`src/design/uart_map.vh`:
```
// register offsets, field positions, reset values and timing counts for the serial port
// assumes a 40 MHz hclk and an AHB-Lite slave decode on word-aligned byte addresses
//
// What this block does
// - device sends on its transmit pin and receives on its receive pin.
// - with flow control on, request and clear lines are active low; transmit gated.
// - frames hold 8 data bits, none/odd/even parity, 1 or 2 stop bits.
// - any bit rate 1200 bps to 3 Mbps follows from the programmed rate value.
// - receive line low longer than break timeout in microseconds resets the device.
// - timeouts below 1000 count as zero; above 255000 clamp to 255000, and 255000 never fires as the low count stops there.
// - device can hold its transmit line low as a break to wake host.
// - while module reset is asserted all serial outputs float.
`ifndef UART_MAP_VH
`define UART_MAP_VH

`define CTRL_OFS 8'h00
`define RATE_OFS 8'h04
`define TMO_OFS 8'h08
`define TXDATA_OFS 8'h0C
`define RXDATA_OFS 8'h10
`define STATUS_OFS 8'h14
`define IRQ_STAT_OFS 8'h18
`define IRQ_MASK_OFS 8'h1C

// control fields
`define CTRL_PAR_LO 0
`define CTRL_PAR_HI 1
`define CTRL_STOP2 2
`define CTRL_FLOW 3
`define CTRL_BREAK 4
`define CTRL_RESET 5'h00
`define PAR_NONE 2'h0
`define PAR_ODD 2'h1
`define PAR_EVEN 2'h2

// irq status fields
`define IRQ_RX_DONE 0
`define IRQ_TX_DONE 1
`define IRQ_PAR_ERR 2
`define IRQ_FRM_ERR 3
`define IRQ_OVERRUN 4
`define IRQ_W 5

// rate value: bit rate = value / 0.004096 s; phase accumulator gives 8 ticks per bit
`define RATE_RESET 16'h01D8
`define OVERSAMPLE 8
`define ACC_MOD 20480

// break timeout in microseconds
`define TMO_RESET 18'h00000
`define TMO_MIN 1000
`define TMO_MAX 255000
`define CLK_HZ 40000000
`define US_NS 1000
`define CLK_NS 25
`define US_CYCLES (`US_NS / `CLK_NS)

`endif

```
`src/design/uart_with_break_reset.v`:
```
// serial port with configurable framing, rts/cts gating and break-triggered self reset
// assumes a single AHB-Lite master, pins already split into in/out/enable by the pad ring
//
// Implementation choices: the AHB-Lite register port and the address map.
`include "uart_map.vh"

module uart_with_break_reset #(
    parameter RATE_W = 16
) (
    input wire hclk,
    input wire hresetn,
    input wire hsel,
    input wire [31:0] haddr,
    input wire [1:0] htrans,
    input wire hwrite,
    input wire [2:0] hsize,
    input wire [31:0] hwdata,
    input wire hready,
    output reg [31:0] hrdata,
    output reg hreadyout,
    output reg hresp,
    output reg irq,
    input wire rx_in,
    input wire cts_n_in,
    output reg tx_out,
    output reg tx_oe,
    output reg rts_n_out,
    output reg rts_n_oe,
    output reg break_reset
);

// ---------------------------------------------------------------
// helpers
// ---------------------------------------------------------------
function par_bit;
    input [7:0] d;
    input [1:0] mode;
    begin
        par_bit = (mode == `PAR_ODD) ? ~^d : ^d;
    end
endfunction

localparam T_IDLE = 5'b00001;
localparam T_START = 5'b00010;
localparam T_DATA = 5'b00100;
localparam T_PAR = 5'b01000;
localparam T_STOP = 5'b10000;
localparam R_IDLE = 5'b00001;
localparam R_START = 5'b00010;
localparam R_DATA = 5'b00100;
localparam R_PAR = 5'b01000;
localparam R_STOP = 5'b10000;
localparam [17:0] TMO_MIN_V = `TMO_MIN;
localparam [17:0] TMO_MAX_V = `TMO_MAX;
localparam [15:0] ACC_MOD_V = `ACC_MOD;
localparam integer US_CYC = `US_CYCLES;
localparam [5:0] US_LAST = US_CYC[5:0] - 6'h01;

wire srst = break_reset;

// ---------------------------------------------------------------
// pin synchronisers
// ---------------------------------------------------------------
reg rx_meta_reg, rx_sync_reg, cts_meta_reg, cts_sync_reg;
always @(posedge hclk or negedge hresetn) begin
    if (!hresetn) begin
        rx_meta_reg <= 1'b1;
        rx_sync_reg <= 1'b1;
        cts_meta_reg <= 1'b1;
        cts_sync_reg <= 1'b1;
    end else begin
        rx_meta_reg <= rx_in;
        rx_sync_reg <= rx_meta_reg;
        cts_meta_reg <= cts_n_in;
        cts_sync_reg <= cts_meta_reg;
    end
end

// ---------------------------------------------------------------
// registers and AHB-Lite slave
// ---------------------------------------------------------------
reg [4:0] ctrl_reg;
reg [RATE_W-1:0] rate_reg;
reg [17:0] tmo_reg;
reg [7:0] txdata_reg;
reg tx_pend_reg;
reg [7:0] rxdata_reg;
reg rx_valid_reg;
reg [`IRQ_W-1:0] irq_stat_reg, irq_mask_reg;
reg wr_pend_reg;
reg [7:0] wr_addr_reg;
reg [4:0] tx_st_reg, rx_st_reg;
reg tx_start_take;
reg [`IRQ_W-1:0] irq_set;
reg rx_load;
reg [7:0] rx_load_data;

wire [1:0] par_mode = ctrl_reg[`CTRL_PAR_HI:`CTRL_PAR_LO];
wire flow_en = ctrl_reg[`CTRL_FLOW];
wire take = hsel & htrans[1] & hready;
wire rd_take = take & ~hwrite;
wire wr_now = wr_pend_reg;
wire rx_read = rd_take & (haddr[7:0] == `RXDATA_OFS);
wire tx_write = wr_now & (wr_addr_reg == `TXDATA_OFS) & ~tx_pend_reg;
wire [`IRQ_W-1:0] irq_clr = (wr_now && wr_addr_reg == `IRQ_STAT_OFS) ? hwdata[`IRQ_W-1:0] : {`IRQ_W{1'b0}};

reg [31:0] rd_value;
always @* begin
    rd_value = 32'h00000000;
    if (haddr[7:0] == `CTRL_OFS) begin
        rd_value = {27'h0000000, ctrl_reg};
    end else if (haddr[7:0] == `RATE_OFS) begin
        rd_value = {{(32-RATE_W){1'b0}}, rate_reg};
    end else if (haddr[7:0] == `TMO_OFS) begin
        rd_value = {14'h0000, tmo_reg};
    end else if (haddr[7:0] == `RXDATA_OFS) begin
        rd_value = {24'h000000, rxdata_reg};
    end else if (haddr[7:0] == `STATUS_OFS) begin
        rd_value = {26'h0000000, rx_sync_reg, cts_sync_reg, rx_valid_reg, tx_pend_reg, ~tx_st_reg[0],
                    ~rx_st_reg[0]};
    end else if (haddr[7:0] == `IRQ_STAT_OFS) begin
        rd_value = {27'h0000000, irq_stat_reg};
    end else if (haddr[7:0] == `IRQ_MASK_OFS) begin
        rd_value = {27'h0000000, irq_mask_reg};
    end
end

always @(posedge hclk or negedge hresetn) begin
    if (!hresetn) begin
        hrdata <= 32'h00000000;
        hreadyout <= 1'b1;
        hresp <= 1'b0;
        wr_pend_reg <= 1'b0;
        wr_addr_reg <= 8'h00;
    end else begin
        // zero wait states: read data is built in the address phase
        hreadyout <= 1'b1;
        hresp <= 1'b0;
        if (rd_take) begin
            hrdata <= rd_value;
        end
        if (hready) begin
            wr_pend_reg <= take & hwrite;
            wr_addr_reg <= haddr[7:0];
        end
    end
end

always @(posedge hclk or negedge hresetn) begin
    if (!hresetn) begin
        ctrl_reg <= `CTRL_RESET;
        rate_reg <= `RATE_RESET;
        tmo_reg <= `TMO_RESET;
        txdata_reg <= 8'h00;
        tx_pend_reg <= 1'b0;
        rxdata_reg <= 8'h00;
        rx_valid_reg <= 1'b0;
        irq_stat_reg <= {`IRQ_W{1'b0}};
        irq_mask_reg <= {`IRQ_W{1'b0}};
        irq <= 1'b0;
    end else if (srst) begin
        // break reset returns control, rate, timeout, flag and interrupt registers to power-on values; data and shift registers keep theirs
        ctrl_reg <= `CTRL_RESET;
        rate_reg <= `RATE_RESET;
        tmo_reg <= `TMO_RESET;
        tx_pend_reg <= 1'b0;
        rx_valid_reg <= 1'b0;
        irq_stat_reg <= {`IRQ_W{1'b0}};
        irq_mask_reg <= {`IRQ_W{1'b0}};
        irq <= 1'b0;
    end else begin
        if (wr_now && wr_addr_reg == `CTRL_OFS) begin
            ctrl_reg <= hwdata[4:0];
        end
        if (wr_now && wr_addr_reg == `RATE_OFS) begin
            rate_reg <= hwdata[RATE_W-1:0];
        end
        if (wr_now && wr_addr_reg == `TMO_OFS) begin
            tmo_reg <= hwdata[17:0];
        end
        if (wr_now && wr_addr_reg == `IRQ_MASK_OFS) begin
            irq_mask_reg <= hwdata[`IRQ_W-1:0];
        end
        // a write while a byte still waits is dropped; software polls the pending bit
        if (tx_write) begin
            txdata_reg <= hwdata[7:0];
            tx_pend_reg <= 1'b1;
        end else if (tx_start_take) begin
            tx_pend_reg <= 1'b0;
        end
        if (rx_load) begin
            rxdata_reg <= rx_load_data;
            rx_valid_reg <= 1'b1;
        end else if (rx_read) begin
            rx_valid_reg <= 1'b0;
        end
        // set wins over a same-cycle clear
        irq_stat_reg <= (irq_stat_reg & ~irq_clr) | irq_set;
        irq <= |(((irq_stat_reg & ~irq_clr) | irq_set) & irq_mask_reg);
    end
end

// ---------------------------------------------------------------
// bit-rate tick: eight ticks per bit from a phase accumulator
// ---------------------------------------------------------------
reg [15:0] acc_reg;
reg tick_reg;
wire [16:0] acc_sum = {1'b0, acc_reg} + {{(17-RATE_W){1'b0}}, rate_reg};
always @(posedge hclk or negedge hresetn) begin
    if (!hresetn) begin
        acc_reg <= 16'h0000;
        tick_reg <= 1'b0;
    end else if (srst) begin
        acc_reg <= 16'h0000;
        tick_reg <= 1'b0;
    end else if (acc_sum >= {1'b0, ACC_MOD_V}) begin
        acc_reg <= acc_sum[15:0] - ACC_MOD_V;
        tick_reg <= 1'b1;
    end else begin
        acc_reg <= acc_sum[15:0];
        tick_reg <= 1'b0;
    end
end

// ---------------------------------------------------------------
// transmitter
// ---------------------------------------------------------------
reg [2:0] tx_tk_reg;
reg [2:0] tx_bit_reg;
reg [7:0] tx_sh_reg;
reg tx_stop2_reg;
// parity is frozen at start so a byte queued mid-frame cannot alter it
reg tx_par_reg;
reg tx_line_reg;
wire cts_ok = ~flow_en | ~cts_sync_reg;
wire tx_bit_end = tick_reg & (tx_tk_reg == 3'h7);
always @* begin
    tx_start_take = tx_st_reg[0] & tx_pend_reg & cts_ok & ~ctrl_reg[`CTRL_BREAK];
end

always @(posedge hclk or negedge hresetn) begin
    if (!hresetn) begin
        tx_st_reg <= T_IDLE;
        tx_tk_reg <= 3'h0;
        tx_bit_reg <= 3'h0;
        tx_sh_reg <= 8'h00;
        tx_par_reg <= 1'b0;
        tx_stop2_reg <= 1'b0;
        tx_line_reg <= 1'b1;
    end else if (srst) begin
        tx_st_reg <= T_IDLE;
        tx_line_reg <= 1'b1;
    end else begin
        if (tick_reg) begin
            tx_tk_reg <= tx_tk_reg + 3'h1;
        end
        case (tx_st_reg)
            T_IDLE: begin
                tx_line_reg <= 1'b1;
                if (tx_start_take) begin
                    tx_sh_reg <= txdata_reg;
                    tx_par_reg <= par_bit(txdata_reg, par_mode);
                    tx_tk_reg <= 3'h0;
                    tx_line_reg <= 1'b0;
                    tx_st_reg <= T_START;
                end
            end
            T_START: begin
                if (tx_bit_end) begin
                    tx_line_reg <= tx_sh_reg[0];
                    tx_bit_reg <= 3'h0;
                    tx_st_reg <= T_DATA;
                end
            end
            T_DATA: begin
                if (tx_bit_end) begin
                    tx_sh_reg <= {1'b0, tx_sh_reg[7:1]};
                    tx_bit_reg <= tx_bit_reg + 3'h1;
                    if (tx_bit_reg != 3'h7) begin
                        tx_line_reg <= tx_sh_reg[1];
                    end else if (par_mode != `PAR_NONE) begin
                        tx_line_reg <= tx_par_reg;
                        tx_st_reg <= T_PAR;
                    end else begin
                        tx_line_reg <= 1'b1;
                        tx_stop2_reg <= ctrl_reg[`CTRL_STOP2];
                        tx_st_reg <= T_STOP;
                    end
                end
            end
            T_PAR: begin
                if (tx_bit_end) begin
                    tx_line_reg <= 1'b1;
                    tx_stop2_reg <= ctrl_reg[`CTRL_STOP2];
                    tx_st_reg <= T_STOP;
                end
            end
            T_STOP: begin
                if (tx_bit_end) begin
                    tx_stop2_reg <= 1'b0;
                    if (!tx_stop2_reg) begin
                        tx_st_reg <= T_IDLE;
                    end
                end
            end
            default: tx_st_reg <= T_IDLE;
        endcase
    end
end

// ---------------------------------------------------------------
// receiver: middle-of-bit sampling at tick four
// ---------------------------------------------------------------
reg [2:0] rx_tk_reg;
reg [2:0] rx_bit_reg;
reg [7:0] rx_sh_reg;
wire rx_mid = tick_reg & (rx_tk_reg == 3'h3);
always @(posedge hclk or negedge hresetn) begin
    if (!hresetn) begin
        rx_st_reg <= R_IDLE;
        rx_tk_reg <= 3'h0;
        rx_bit_reg <= 3'h0;
        rx_sh_reg <= 8'h00;
    end else if (srst) begin
        rx_st_reg <= R_IDLE;
    end else begin
        if (tick_reg) begin
            rx_tk_reg <= rx_tk_reg + 3'h1;
        end
        case (rx_st_reg)
            R_IDLE: begin
                if (!rx_sync_reg) begin
                    rx_tk_reg <= 3'h0;
                    rx_st_reg <= R_START;
                end
            end
            R_START: begin
                if (rx_mid) begin
                    rx_bit_reg <= 3'h0;
                    rx_st_reg <= rx_sync_reg ? R_IDLE : R_DATA;
                end
            end
            R_DATA: begin
                if (rx_mid) begin
                    rx_sh_reg <= {rx_sync_reg, rx_sh_reg[7:1]};
                    rx_bit_reg <= rx_bit_reg + 3'h1;
                    if (rx_bit_reg == 3'h7) begin
                        rx_st_reg <= (par_mode != `PAR_NONE) ? R_PAR : R_STOP;
                    end
                end
            end
            R_PAR: begin
                if (rx_mid) begin
                    rx_st_reg <= R_STOP;
                end
            end
            R_STOP: begin
                // only the first stop bit is checked; a second one looks like idle
                if (rx_mid) begin
                    rx_st_reg <= R_IDLE;
                end
            end
            default: rx_st_reg <= R_IDLE;
        endcase
    end
end

always @* begin
    irq_set = {`IRQ_W{1'b0}};
    rx_load = rx_st_reg[4] & rx_mid & ~srst;
    rx_load_data = rx_sh_reg;
    irq_set[`IRQ_RX_DONE] = rx_load;
    irq_set[`IRQ_OVERRUN] = rx_load & rx_valid_reg & ~rx_read;
    irq_set[`IRQ_FRM_ERR] = rx_load & ~rx_sync_reg;
    irq_set[`IRQ_PAR_ERR] = rx_st_reg[3] & rx_mid & (rx_sync_reg != par_bit(rx_sh_reg, par_mode)) & ~srst;
    irq_set[`IRQ_TX_DONE] = tx_st_reg[4] & tx_bit_end & ~tx_stop2_reg & ~srst;
end

// ---------------------------------------------------------------
// break detection and self reset
// ---------------------------------------------------------------
reg [5:0] us_cnt_reg;
reg [17:0] low_us_reg;
wire [17:0] tmo_eff = (tmo_reg < TMO_MIN_V) ? 18'h00000 : ((tmo_reg > TMO_MAX_V) ? TMO_MAX_V : tmo_reg);
always @(posedge hclk or negedge hresetn) begin
    if (!hresetn) begin
        us_cnt_reg <= 6'h00;
        low_us_reg <= 18'h00000;
        break_reset <= 1'b0;
    end else if (rx_sync_reg || srst) begin
        us_cnt_reg <= 6'h00;
        low_us_reg <= 18'h00000;
        break_reset <= 1'b0;
    end else begin
        if (us_cnt_reg == US_LAST) begin
            us_cnt_reg <= 6'h00;
            if (low_us_reg != TMO_MAX_V) begin
                low_us_reg <= low_us_reg + 18'h00001;
            end
        end else begin
            us_cnt_reg <= us_cnt_reg + 6'h01;
        end
        // a zero timeout disables the feature
        break_reset <= (tmo_eff != 18'h00000) && (low_us_reg > tmo_eff);
    end
end

// ---------------------------------------------------------------
// pin drivers
// ---------------------------------------------------------------
always @(posedge hclk or negedge hresetn) begin
    if (!hresetn) begin
        tx_out <= 1'b1;
        tx_oe <= 1'b0;
        rts_n_out <= 1'b1;
        rts_n_oe <= 1'b0;
    end else begin
        tx_oe <= ~srst;
        rts_n_oe <= ~srst;
        tx_out <= tx_line_reg & ~ctrl_reg[`CTRL_BREAK];
        // with flow control on, ready to take a byte only while the holding register is empty; always ready with it off
        rts_n_out <= flow_en & rx_valid_reg;
    end
end

endmodule // uart_with_break_reset

```
`config.mk`:
```
export PLATFORM = sky130hd
export DESIGN_NAME = uart_with_break_reset
export DESIGN_NICKNAME = d
export VERILOG_FILES = /design/src/design/uart_with_break_reset.v
export VERILOG_INCLUDE_DIRS = /design/src /design/src/design
export SDC_FILE = /design/constraint.sdc
export NUM_CORES = 1
export LEC_CHECK = 0
export ABC_CLOCK_PERIOD_IN_PS = 5300
export BUFFER_PORTS_ARGS = -buffer_cell sky130_fd_sc_hd__buf_2
export CAP_MARGIN = 20
export CORE_UTILIZATION = 40
export CTS_CLUSTER_SIZE = 20
export DETAILED_ROUTE_END_ITERATION = 12
export PLACE_DENSITY_LB_ADDON = 0.3
export RECOVER_POWER = 25
export SYNTH_ARGS = -nofsm -noshare
export SYNTH_HDL_FRONTEND = slang
export SYNTH_SLANG_ARGS = --single-unit
```
`constraint.sdc`:
```
create_clock -name hclk -period 5.3 [get_ports hclk]
set_clock_uncertainty 0.15 [all_clocks]
set_input_delay 1.06 -clock hclk [delete_from_list [all_inputs] [get_ports hclk]]
set_output_delay 1.06 -clock hclk [all_outputs]
set_load 0.01 [all_outputs]
```
# == Word-level counts from Yosys, hierarchy flattened ==
# Index checks and enable logic that the tools add are counted.
# totals
register_bits,199
latchBits,0
ram_bits,0
romBits,0
input_bits,76
out_inout_bits,40
memories,0
# classes
add_sub_neg,8
mul,0
div_mod_pow,0
n_lt_le_gt_ge,4
n_eq_ne,51
shift,0
mux,86
n_bitwise,41
n_reduce_logical,41
# op_table
cell,count
2-to-1 mux 18 bit,10
2-to-1 mux 5 bit,24
2-to-1 mux 16 bit,4
one-hot mux 5 bit (5 select lines),2
== test 8 x 5 -> 1 bit (second input constant),6
!= test 3 bit (second input constant),14
2-to-1 mux 3 bit,11
AND 1 bit,25
== test 8 x 4 -> 1 bit (second input constant),3
2-to-1 mux 1 bit,24
2-to-1 mux 8 bit,3
nonzero test 2 bit,10
adder 18 x 1 -> 18 bit (second input constant),1
greater-than comparator 18 bit,1
greater-than comparator 18 bit (second input constant),1
< comparator 18 x 10 -> 1 bit (second input constant),1
2-to-1 mux 6 bit,3
!= test 18 bit (second input constant),1
!= test 2 bit (second input constant),9
nonzero test 18 bit,1
adder 16 x 16 -> 17 bit,1
>= comparator 17 x 15 -> 1 bit (second input constant),1
== test 8 x 3 -> 1 bit (second input constant),2
logical NOT 8 bit,2
34 further kinds,71

# == Depth between registers and ports, before layout ==
# Gate-level depths: netlist (run 1).
# logic_depth
ltp_word,10
mapped_depth,15
ltp_nobuf,15

# == Least setup slack after synthesis (run 1) ==
# Ideal clock, no wire load.
# synth_path
kind,reg-to-reg
start,register rate_reg[6]
end,register acc_reg[12]
setup_time_ns,0.135
arrival_ns,3.141
required_ns,5.015
setup_slack_ns,1.874
stages_incl_launch_ff,15
path_buffers,0
path_cell_list,dfstp_2 ha_1 a21oi_1 nand3_1 nor3_1 o21ai_0 a211o_1 inv_1 ha_1 nand3_1 nor4_1 nand3_1 or4b_1 a31oi_1 nor3_1
# synth_via
elab_chain_len,4
word_cells_on_any_way,5
cone_classes,add/sub: 2; order compare: 1; mux: 2
# synth_rtl
item,line,rtl
start: declaration,uart_with_break_reset.v:83,reg [RATE_W-1:0] rate_reg;
start signal: assignment,uart_with_break_reset.v:152,rate_reg <= `RATE_RESET;
start signal: assignment,uart_with_break_reset.v:164,rate_reg <= `RATE_RESET;
start signal: assignment,uart_with_break_reset.v:176,rate_reg <= hwdata[RATE_W-1:0];
adder 16 x 16 -> 17 bit *,uart_with_break_reset.v:208,"wire [16:0] acc_sum = {1'b0, acc_reg} + {{(17-RATE_W){1'b0}}, rate_reg};"
subtractor 16 x 15 -> 16 bit or >= comparator 17 x 15 -> 1 bit (tied branches),"uart_with_break_reset.v:217, uart_with_break_reset.v:216",
2-to-1 mux 16 bit *,uart_with_break_reset.v:216,"end else if (acc_sum >= {1'b0, ACC_MOD_V}) begin"
2-to-1 mux 16 bit *,uart_with_break_reset.v:213,end else if (srst) begin
end signal: assignment,uart_with_break_reset.v:217,acc_reg <= acc_sum[15:0] - ACC_MOD_V;
end signal: assignment,uart_with_break_reset.v:220,acc_reg <= acc_sum[15:0];
end: declaration,uart_with_break_reset.v:206,reg [15:0] acc_reg;
# Mark *: on every way between the ends. The rest lies on a longest branch, timed or not.
# A chain may end at the register's enable or synchronous reset.

# == Worst setup path after layout (run 1) ==
# layout_path
start,register rate_reg[8]
end,register tick_reg
# layout_via
elab_chain_len,4
# layout_rtl
item,line,rtl
adder 16 x 16 -> 17 bit,uart_with_break_reset.v:208,
>= comparator 17 x 15 -> 1 bit,uart_with_break_reset.v:216,
2-to-1 mux 1 bit,uart_with_break_reset.v:216,
2-to-1 mux 1 bit,uart_with_break_reset.v:213,
end signal: assignment,uart_with_break_reset.v:212,tick_reg <= 1'b0;
end signal: assignment,uart_with_break_reset.v:215,tick_reg <= 1'b0;
end signal: assignment,uart_with_break_reset.v:218,tick_reg <= 1'b1;
end: declaration,uart_with_break_reset.v:207,reg tick_reg;
# No other way between the ends.

==> results.py, run 1 <==
metrics = {
    "finish": {
        "antenna_cells": 0,
        "drive_gt1_share_pct": 15.9,
        "nets": 1174,
        "finish.utilization_pct": 45.6,
        "layout_commonest_cell": "dfrtp_1",
        "mostFrequentLayoutCells": "171 x dfrtp_1, 122 x nor2_1, 85 x nand2_1",
        "area_growth_pct": 11.1,
        "fillers": 2317,
    },
    "critical_path": {
        "cp_top_family": "simple AND/OR/NAND/NOR gates",
        "regToRegStartpoint": "rate_reg[8]",
        "worst-setup-path-type": "reg -> reg",
        "reg2regPathDepth": 13,
        "cp_cell_sequence": "ha_1 > a21oi_1 > nand3_1 > nor3_1 > o21ai_0 > a211o_1 > inv_1 > ha_1 > nand3_1 > nor4_1 > nand3_1 > or4b_1 > a31oi_1",
        "cp-start-kind": "flop",
        "worstPathRequired_ns": 5.43,
        "crit_buf_inv": 1,
        "crit_path_end_kind": "flop",
        "cp_max_fo": 6,
        "r2r_setup_slack_ns": 1.12,
        "cp.arrival_ns": 4.31,
        "cpPeakStageDelay_ns": 0.56,
        "path_common_cell": "nand3_1",
        "reg2reg_to": "tick_reg",
        "cpMaxStageDelayCell": "dfstp_2",
    },
    "floorplan": {
        "die_h_um": 160,
        "num_io_pins": 116,
        "die_w_um": 160,
        "core_um2": 24500,
        "rows": 57,
        "die-area_um2": 25700,
        "start_util_pct": 41.0,
    },
    "min_path": {
        "hp-start": "rx_meta_reg",
        "holdPathEnd": "rx_sync_reg",
        "hold_path.class": "reg -> reg",
        "holdPathStages": 0,
    },
    "timing": {
        "relSlewSlack_pct": -99.0,
        "fmax_ghz": 0.239,
        "layout_min_cycle_time_ns": 4.18,
        "worst_slack_ns": 1.12,
        "finalHoldViolCount": 0,
        "whs_ns": 0.206,
        "drv_slew": 120,
        "tightestPinTransition_ns": 2.99,
        "rsz0062_at_grt": "no",
        "setup_viol": 0,
        "tns_ns": 0,
        "fin_crit_sh_pct": 78.9,
    },
    "job": {
        "max_cap_violations": 1,
    },
    "cts": {
        "cts_root_buf": "clkbuf_16",
        "clock-sinks": 185,
        "cts_tree": "built",
        "cts_buffers": 17,
        "clk_pin_slew_ns": 0.07,
        "cts_buffer_depth": 2,
        "worstSkewPairLatency_ns": 0.43,
        "postCtsSetupBuffers": 0,
        "ctsResizeCount": 0,
        "htree_levels": 4,
        "cts_hold_buf": 0,
    },
    "synth": {
        "ys_seq_elements": 185,
        "seq_area_frac_synth_pct": 46.3,
        "avgSynthCellArea_um2": 9.98,
        "synth_edf_count": 0,
        "syn_area_um2": 10000,
        "synth_area_leader_cell": "dfrtp_1",
        "ys.flop_type": "dfrtp_1",
        "synthArstFlopShare_pct": 100,
        "netlist.area_leader.share_pct": 42.7,
        "post_synth_num_cell_types": 77,
        "yosys_warnings": 0,
        "synth_cells": 1005,
        "synthTopCellsByArea": "dfrtp_1 43%, mux2i_1 6.5%, ha_1 5.9%",
    },
    "detailed_routing": {
        "wirelength_um": 22900,
        "drc": 0,
        "drtIter0Drc": 587,
        "wl_per_cell_um": 16.5,
        "num_vias": 7528,
        "ant_nets": 0,
        "first_pass_iters": 5,
        "vias_per_cell": 5.43,
    },
    "power": {
        "p_leak_nw": 5.18,
        "ir_drop_uv": 376,
        "power_density_nw_per_um2": 452,
    },
    "run_status": {
        "outcome": "finished, violations left",
        "violations": "capacitance limit, slew limit",
    },
    "global_route": {
        "grt_pass1_vias": 7426,
        "grt_max_degree": 120,
        "grt_pass1_wl_um": 38400,
        "antenna_found_initial": 0,
        "grt_overflow": 0,
        "gr-usage-all-layers_pct": 18.6,
    },
    "placement": {
        "place_congestion": 0.882,
        "dp_hpwl_um": 16400,
        "portBuffers": 57,
        "pre_cts_slack_ns": 1.12,
    },
}
Yosys cell counts (all sizes together) (8+ instances only):
library cell	n
or3	10
dfstp	14
a31oi	9
and2	10
ha	47
nand4	16
o21ai	62
nor4	13
dfrtp	171
nor2	122
buf	27
mux2	37
a21o	9
nand3	27
nor3	20
xor2	11
mux2i	65
inv	28
a21oi	41
nor2b	12
a22oi	8
clkbuf	28
nand2	86
xnor2	36
metal layers:
| metal | part of all wire [%] | track usage [%] | vias up |
|---|---|---|---|
| met1 | 48 | 26.0 | 3722 |
| met3 | 3.0 | 2.74 | 25 |
| met5 | 0 | 0 | - |
| met2 | 48 | 30.4 | 135 |
| met4 | 1.3 | 4.85 | 0 |
| li1 | - | - | 3646 |
area by class of cell:
class                           instances  area (µm²)  area share (%)
Inverter                               29         109           0.977
Tap cell                              324         405            3.64
Sequential cell                       185        4650            41.7
Timing Repair Buffer                   67         358            3.21
Clock inverter                         12         114            1.02
Multi-Input combinational cell        750        5050            45.4
Clock buffer                           20         457            4.10
power by group:
part	switching, W	total, W	internal [W]
registers	0.000181	0.00186	0.00167
logic	0.00112	0.00194	0.000818
clock network	0.000557	0.00124	0.000680
cells by family after synthesis:
| family | after synthesis | share of synthesized area [%] |
|---|---|---|
| AND/OR/NAND/NOR | 347 | 16.7 |
| flip-flops | 185 | 46.3 |
| multiplexers | 102 | 10.6 |
| XOR/XNOR | 47 | 4.18 |
| adder cells (fa/ha/maj) | 48 | 6.06 |
| AO/OA/AOI/OAI | 190 | 12.2 |
| buffers and inverters | 84 | 3.84 |
| other | 2 | 0.0749 |
through the flow:
step	instances	power [W]	area (µm²)
after floorplan	1019	0.00335	10100
after global placement	1353	0.00376	10600
after detailed placement	1353	0.00381	10600
after CTS	1385	0.00507	11100
after global routing	1387	0.00540	11100
final	1387	0.00503	11100
worst max path at each step:
stage,startpoint,cells past startpoint,to,slack (ns)
6_report,rate_reg[8],13,tick_reg,1.12
2_1_floorplan,rate_reg[6],14,acc_reg[12],1.87
4_1_cts,rate_reg[8],13,tick_reg,1.06
3_3_place_gp,rate_reg[6],13,tick_reg,1.15
3_5_place_dp,rate_reg[8],13,tick_reg,1.12
5_1_grt,rate_reg[8],13,tick_reg,0.76
(Power assumes the default switching activity.)
==> run 2: changes to the inputs <==
- ABC_AREA: unset -> 1
- ABC_CLOCK_PERIOD_IN_PS: 5300 -> 4100
- clock period: 5.3 -> 4.1 ns (I/O delays scaled with it)
==> run 2 against run 1 <==
Effect of this change:
- synthesized cell count is 30% higher
- sequential cell count stayed put
- non-clock buffer count is 3 lower
- the flow still finishes with violations (capacitance limit, slew limit)
- synthesized area is 3.8% higher
- critical path depth is 11 lower
==> results.py, run 2 <==
metrics = {
    "run_status": {
        "outcome": "finished, violations left",
        "violations": "capacitance limit, slew limit",
    },
    "cts": {
        "clock-sinks": 185,
        "cts_tree": "built",
        "cts_hold_buf": 0,
        "cts_buffers": 17,
        "cts_root_buf": "clkbuf_16",
        "clk_pin_slew_ns": 0.07,
        "htree_levels": 4,
        "postCtsSetupBuffers": 0,
        "cts_buffer_depth": 2,
        "ctsResizeCount": 0,
        "worstSkewPairLatency_ns": 0.44,
    },
    "floorplan": {
        "start_util_pct": 41.1,
        "rows": 58,
        "core_um2": 25300,
        "die-area_um2": 26700,
        "die_w_um": 163,
        "die_h_um": 163,
        "num_io_pins": 116,
    },
    "synth": {
        "avgSynthCellArea_um2": 7.98,
        "ys.flop_type": "dfrtp_1",
        "seq_area_frac_synth_pct": 44.6,
        "netlist.area_leader.share_pct": 41.1,
        "ys_seq_elements": 185,
        "yosysMostFrequentCell": "nand2_1",
        "synth_area_leader_cell": "dfrtp_1",
        "synthTopCellsByArea": "dfrtp_1 41%, nand2_1 12%, inv_1 5.7%",
        "yosys_warnings": 0,
        "synth_edf_count": 0,
        "synthArstFlopShare_pct": 100,
        "synth_cells": 1305,
        "syn_area_um2": 10400,
        "synth_commonest_cells": "324 x nand2_1, 171 x dfrtp_1, 159 x inv_1, 114 x o21ai_0, 99 x nor2_1",
        "post_synth_num_cell_types": 55,
    },
    "finish": {
        "layout_commonest_cell": "nand2_1",
        "area_growth_pct": 10.9,
        "fin_cells": 1698,
        "seqCellArea_um2": 4650,
        "drive_gt1_share_pct": 10.9,
        "mostFrequentLayoutCells": "325 x nand2_1, 171 x dfrtp_1, 159 x inv_1",
        "multi_input_area_um2": 4900,
        "antenna_cells": 0,
        "nets": 1479,
        "fillers": 2498,
    },
    "placement": {
        "portBuffers": 57,
        "place_congestion": 0.875,
        "dp.cells": 1666,
        "dp_hpwl_um": 19500,
    },
    "critical_path": {
        "cp_max_fo": 35,
        "cp.arrival_ns": 2.60,
        "reg2regPathDepth": 5,
        "worst-setup-path-type": "reg -> out",
        "startpoint": "break_reset",
        "worstPathRequired_ns": 3.13,
        "regToRegStartpoint": "break_reset",
        "crit_path_end_kind": "primary output",
        "reg2reg_to": "tmo_reg[12]",
        "crit_end": "break_reset",
        "cp-start-kind": "flop",
        "r2r_setup_slack_ns": 0.68,
    },
    "min_path": {
        "hold_path.class": "reg -> reg",
    },
    "detailed_routing": {
        "first_pass_iters": 8,
        "top_layer": "met4",
        "drt-met1-wl_um": 12200,
        "met3_length_um": 1200,
        "wl_per_cell_um": 15.3,
        "ant_nets": 0,
        "num_vias": 8739,
        "drtIter0Drc": 730,
        "drc": 0,
        "wl_met2_um": 12200,
        "vias_per_cell": 5.15,
        "wirelength_um": 26000,
    },
    "global_route": {
        "grt_max_degree": 84,
        "grt_overflow": 0,
        "antenna_found_initial": 0,
        "grt_pass1_wl_um": 43300,
        "grt_pass1_vias": 8361,
        "gr-usage-all-layers_pct": 20.8,
    },
    "timing": {
        "finalHoldViolCount": 0,
        "relSlewSlack_pct": -42.5,
        "fin_crit_sh_pct": 87.0,
        "rsz0062_at_grt": "no",
        "setup_viol": 0,
        "drv_slew": 149,
        "layout_min_cycle_time_ns": 3.57,
        "fmax_ghz": 0.280,
        "tns_ns": 0,
        "tightestPinTransition_ns": 2.14,
    },
    "power": {
        "power_density_nw_per_um2": 531,
        "ir_drop_uv": 271,
        "p_leak_nw": 5.85,
    },
    "job": {
        "max_cap_violations": 3,
    },
}
run 2: worst min-delay path by stage:
stage / start / endpoint / slack, ns / cells after the start
after floorplan: cts_meta_reg / cts_sync_reg / 0.20 / 0
after global placement: rx_meta_reg / rx_sync_reg / 0.20 / 0
after detailed placement: rx_meta_reg / rx_sync_reg / 0.20 / 0
after CTS: cts_meta_reg / cts_sync_reg / 0.21 / 0
after global routing: rx_meta_reg / rx_sync_reg / 0.21 / 0
final: rx_meta_reg / rx_sync_reg / 0.21 / 0
run 2: report_power, final:
part	leakage, nW	internal (W)	switching, W
Sequential	2.15	0.00212	0.000157
Combinational	3.40	0.000749	0.00137
Clock	0.300	0.000976	0.000767
Total	5.85	0.00384	0.00229
run 2: worst max-delay path: stages (launching register included):
cell	delay, ns
dfrtp_1	0.37
clkbuf_1	1.42
buf_2	0.36
run 2: cells by family after synthesis:
| family | after synthesis | synth area share [%] |
|---|---|---|
| AO/OA/AOI/OAI | 241 | 13.6 |
| XOR/XNOR | 31 | 2.61 |
| adder cells (fa/ha/maj) | 48 | 5.84 |
| buffers and inverters | 214 | 8.71 |
| flip-flops | 185 | 44.6 |
| other | 2 | 0.0721 |
| AND/OR/NAND/NOR | 584 | 24.5 |
run 2: final cells by class:
cell class	instances	area share, %
clock buffers	17	3.69
multi-input cells	920	42.5
repair buffers	64	2.94
inverters	167	5.43
clock inverters	15	1.64
flip-flops and latches	185	40.3
well taps	330	3.58
run 2: metrics by stage:
stage / total power [W] / cell area, µm² / utilization, % / hold WS (ns) / setup slack [ns]
CTS: 0.00616 / 11600 / 45.7 / 0.208 / 0.865
floorplan: 0.00391 / 10500 / - / 0.195 / 1.30
detailed placement: 0.00441 / 11000 / 43.3 / 0.198 / 0.881
global placement: 0.00436 / 10900 / 43.2 / 0.196 / 0.895
global route: 0.00662 / 11500 / 45.6 / 0.211 / 0.357
finish: 0.00613 / 11500 / 45.6 / 0.208 / 0.534
run 2: routing by layer:
layer / vias to the layer above / GRT usage (%)
met5: - / 0
met1: 4101 / 28.6
met3: 21 / 3.28
met4: 0 / 5.78
met2: 237 / 33.6
li1: 4380 / -
==> run 3: changes to the inputs <==
- MAX_ROUTING_LAYER: unset -> met4
==> run 3 against run 2 <==
Effect of this change:
- the run still ends with capacitance limit, slew limit left
- maximum frequency rose by 0.62%
- register-to-register slack better by 0.12 ns
- die area unchanged
- non-clock buffer count increased by 1
- first-iteration DRC count increased by 5.1%
- critical path type unchanged
- critical endpoint unchanged
- largest cell class unchanged
==> results.py, run 3 (synthesis gave the netlist of run 2 again) <==
metrics = {
    "run_status": {
        "outcome": "finished, violations left",
        "violations": "capacitance limit, slew limit",
    },
    "floorplan": {
        "die_w_um": 163,
        "rows": 58,
        "die_h_um": 163,
        "die-area_um2": 26700,
        "start_util_pct": 41.1,
        "num_io_pins": 116,
        "core_um2": 25300,
    },
    "cts": {
        "clock-sinks": 185,
        "clk_pin_slew_ns": 0.07,
        "htree_levels": 4,
        "cts_buffer_depth": 2,
        "cts_tree": "built",
        "cts_hold_buf": 0,
        "worstSkewPairLatency_ns": 0.44,
        "postCtsSetupBuffers": 0,
        "ctsResizeCount": 0,
        "cts_buffers": 17,
        "cts_root_buf": "clkbuf_16",
    },
    "finish": {
        "drive_gt1_share_pct": 10.9,
        "nets": 1480,
        "mostFrequentLayoutCells": "324 x nand2_1, 171 x dfrtp_1, 159 x inv_1",
        "area_growth_pct": 10.9,
        "layout_commonest_cell": "nand2_1",
        "antenna_cells": 0,
    },
    "min_path": {
        "holdPathStages": 0,
        "hp-start": "cts_meta_reg",
        "hold_path.class": "reg -> reg",
        "holdPathEnd": "cts_sync_reg",
    },
    "critical_path": {
        "reg2regPathDepth": 23,
        "r2r_setup_slack_ns": 0.80,
        "worst-setup-path-type": "reg -> out",
        "crit_path_end_kind": "primary output",
        "worstPathRequired_ns": 3.13,
        "cpPeakStageDelay_ns": 1.42,
        "cp_max_fo": 35,
        "reg2reg_to": "acc_reg[14]",
        "cp.arrival_ns": 2.57,
        "regToRegStartpoint": "rate_reg[0]",
        "cpMaxStageDelayCell": "clkbuf_1",
        "cp-start-kind": "flop",
        "startpoint": "break_reset",
        "cp_cell_sequence": "clkbuf_1 > buf_2",
    },
    "detailed_routing": {
        "drtIter0Drc": 767,
        "first_pass_iters": 8,
        "vias_per_cell": 5.18,
        "ant_nets": 0,
        "num_vias": 8808,
        "drc": 0,
        "wirelength_um": 26100,
        "wl_per_cell_um": 15.3,
    },
    "power": {
        "internal-power_w": 0.00384,
        "ir_drop_uv": 237,
        "power_density_nw_per_um2": 527,
        "combinationalPowerShare_pct": 34.7,
        "swShare_pct": 36.8,
        "p_leak_nw": 5.85,
        "p_sw_w": 0.00224,
        "clockPowerShare_pct": 27.9,
        "p_seq_share_pct": 37.4,
    },
    "timing": {
        "fmax_ghz": 0.282,
        "fin_crit_sh_pct": 86.4,
        "tns_ns": 0,
        "drv_slew": 129,
        "tightestPinTransition_ns": 2.46,
        "setup_viol": 0,
        "layout_min_cycle_time_ns": 3.54,
        "whs_ns": 0.206,
        "relSlewSlack_pct": -64.1,
        "rsz0062_at_grt": "no",
        "finalHoldViolCount": 0,
    },
    "placement": {
        "place_congestion": 0.897,
        "portBuffers": 57,
        "dp_hpwl_um": 19300,
    },
    "global_route": {
        "grt_pass1_wl_um": 42700,
        "grt_pass1_vias": 8234,
        "grt_overflow": 0,
        "gr-usage-all-layers_pct": 21.2,
        "grt_max_degree": 94,
        "antenna_found_initial": 0,
    },
    "job": {
        "max_cap_violations": 2,
    },
}
==> run 3: changes by cell type in the layout (fill, tap and decap cells not counted), sizes merged <==
cell	previous run	this run
clkinv	5	3
bufinv	3	2
buf	60	62
inv	172	169
clkbuf	21	27
clkinvlp	2	1
==> run 3: layout make-up <==
class,count,area (µm²)
Tap cell,330,413
Clock inverter,8,108
Inverter,167,627
Clock buffer,24,492
Fill cell,2541,13800
Timing Repair Buffer,65,350
Multi-Input combinational cell,920,4910
Sequential cell,185,4650
==> run 3: per-stage QoR <==
| step | utilization (%) | total power [W] | cells | area, µm² | worst slack (ns) |
|---|---|---|---|---|---|
| after floorplan | - | 0.00391 | 1319 | 10500 | 1.30 |
| after global placement | 43.3 | 0.00436 | 1666 | 11000 | 0.895 |
| after detailed placement | 43.3 | 0.00441 | 1667 | 11000 | 0.903 |
| after CTS | 45.6 | 0.00611 | 1699 | 11600 | 0.882 |
| after global routing | 45.6 | 0.00655 | 1699 | 11500 | 0.406 |
| final | 45.6 | 0.00608 | 1699 | 11500 | 0.556 |
==> run 3: worst max-delay path by stage <==
stage / to / slack, ns / depth (start not counted)
4_1_cts: acc_reg[14] / 0.88 / 23
6_report: break_reset / 0.56 / 2
5_1_grt: break_reset / 0.41 / 2
3_5_place_dp: acc_reg[14] / 0.90 / 23
2_1_floorplan: acc_reg[13] / 1.30 / 23
3_3_place_gp: acc_reg[12] / 0.89 / 23
==> run 3: power groups by stage <==
stage	clock (W)	combinational (W)	sequential, W
floorplan	0	0.00164	0.00226
global placement	0	0.00206	0.00230
detailed placement	0	0.00211	0.00231
CTS	0.00172	0.00212	0.00228
global route	0.00180	0.00245	0.00231
finish	0.00170	0.00211	0.00228
==> run 3: routing by layer <==
layer  wire (µm)  GRT usage [%]  vias to the layer above
li1            -              -                     4383
met1       12400           28.8                     4164
met2       12000           32.4                      219
met3        1100           3.15                       42
met4         604           7.05                        0
met5           0              -                        -
==> run 3: critical path, delay by kind of cell, from the launching register on <==
kind | cells | cell delay [ns]
buffers and inverters | 2 | 1.78
DFF | 1 | 0.36
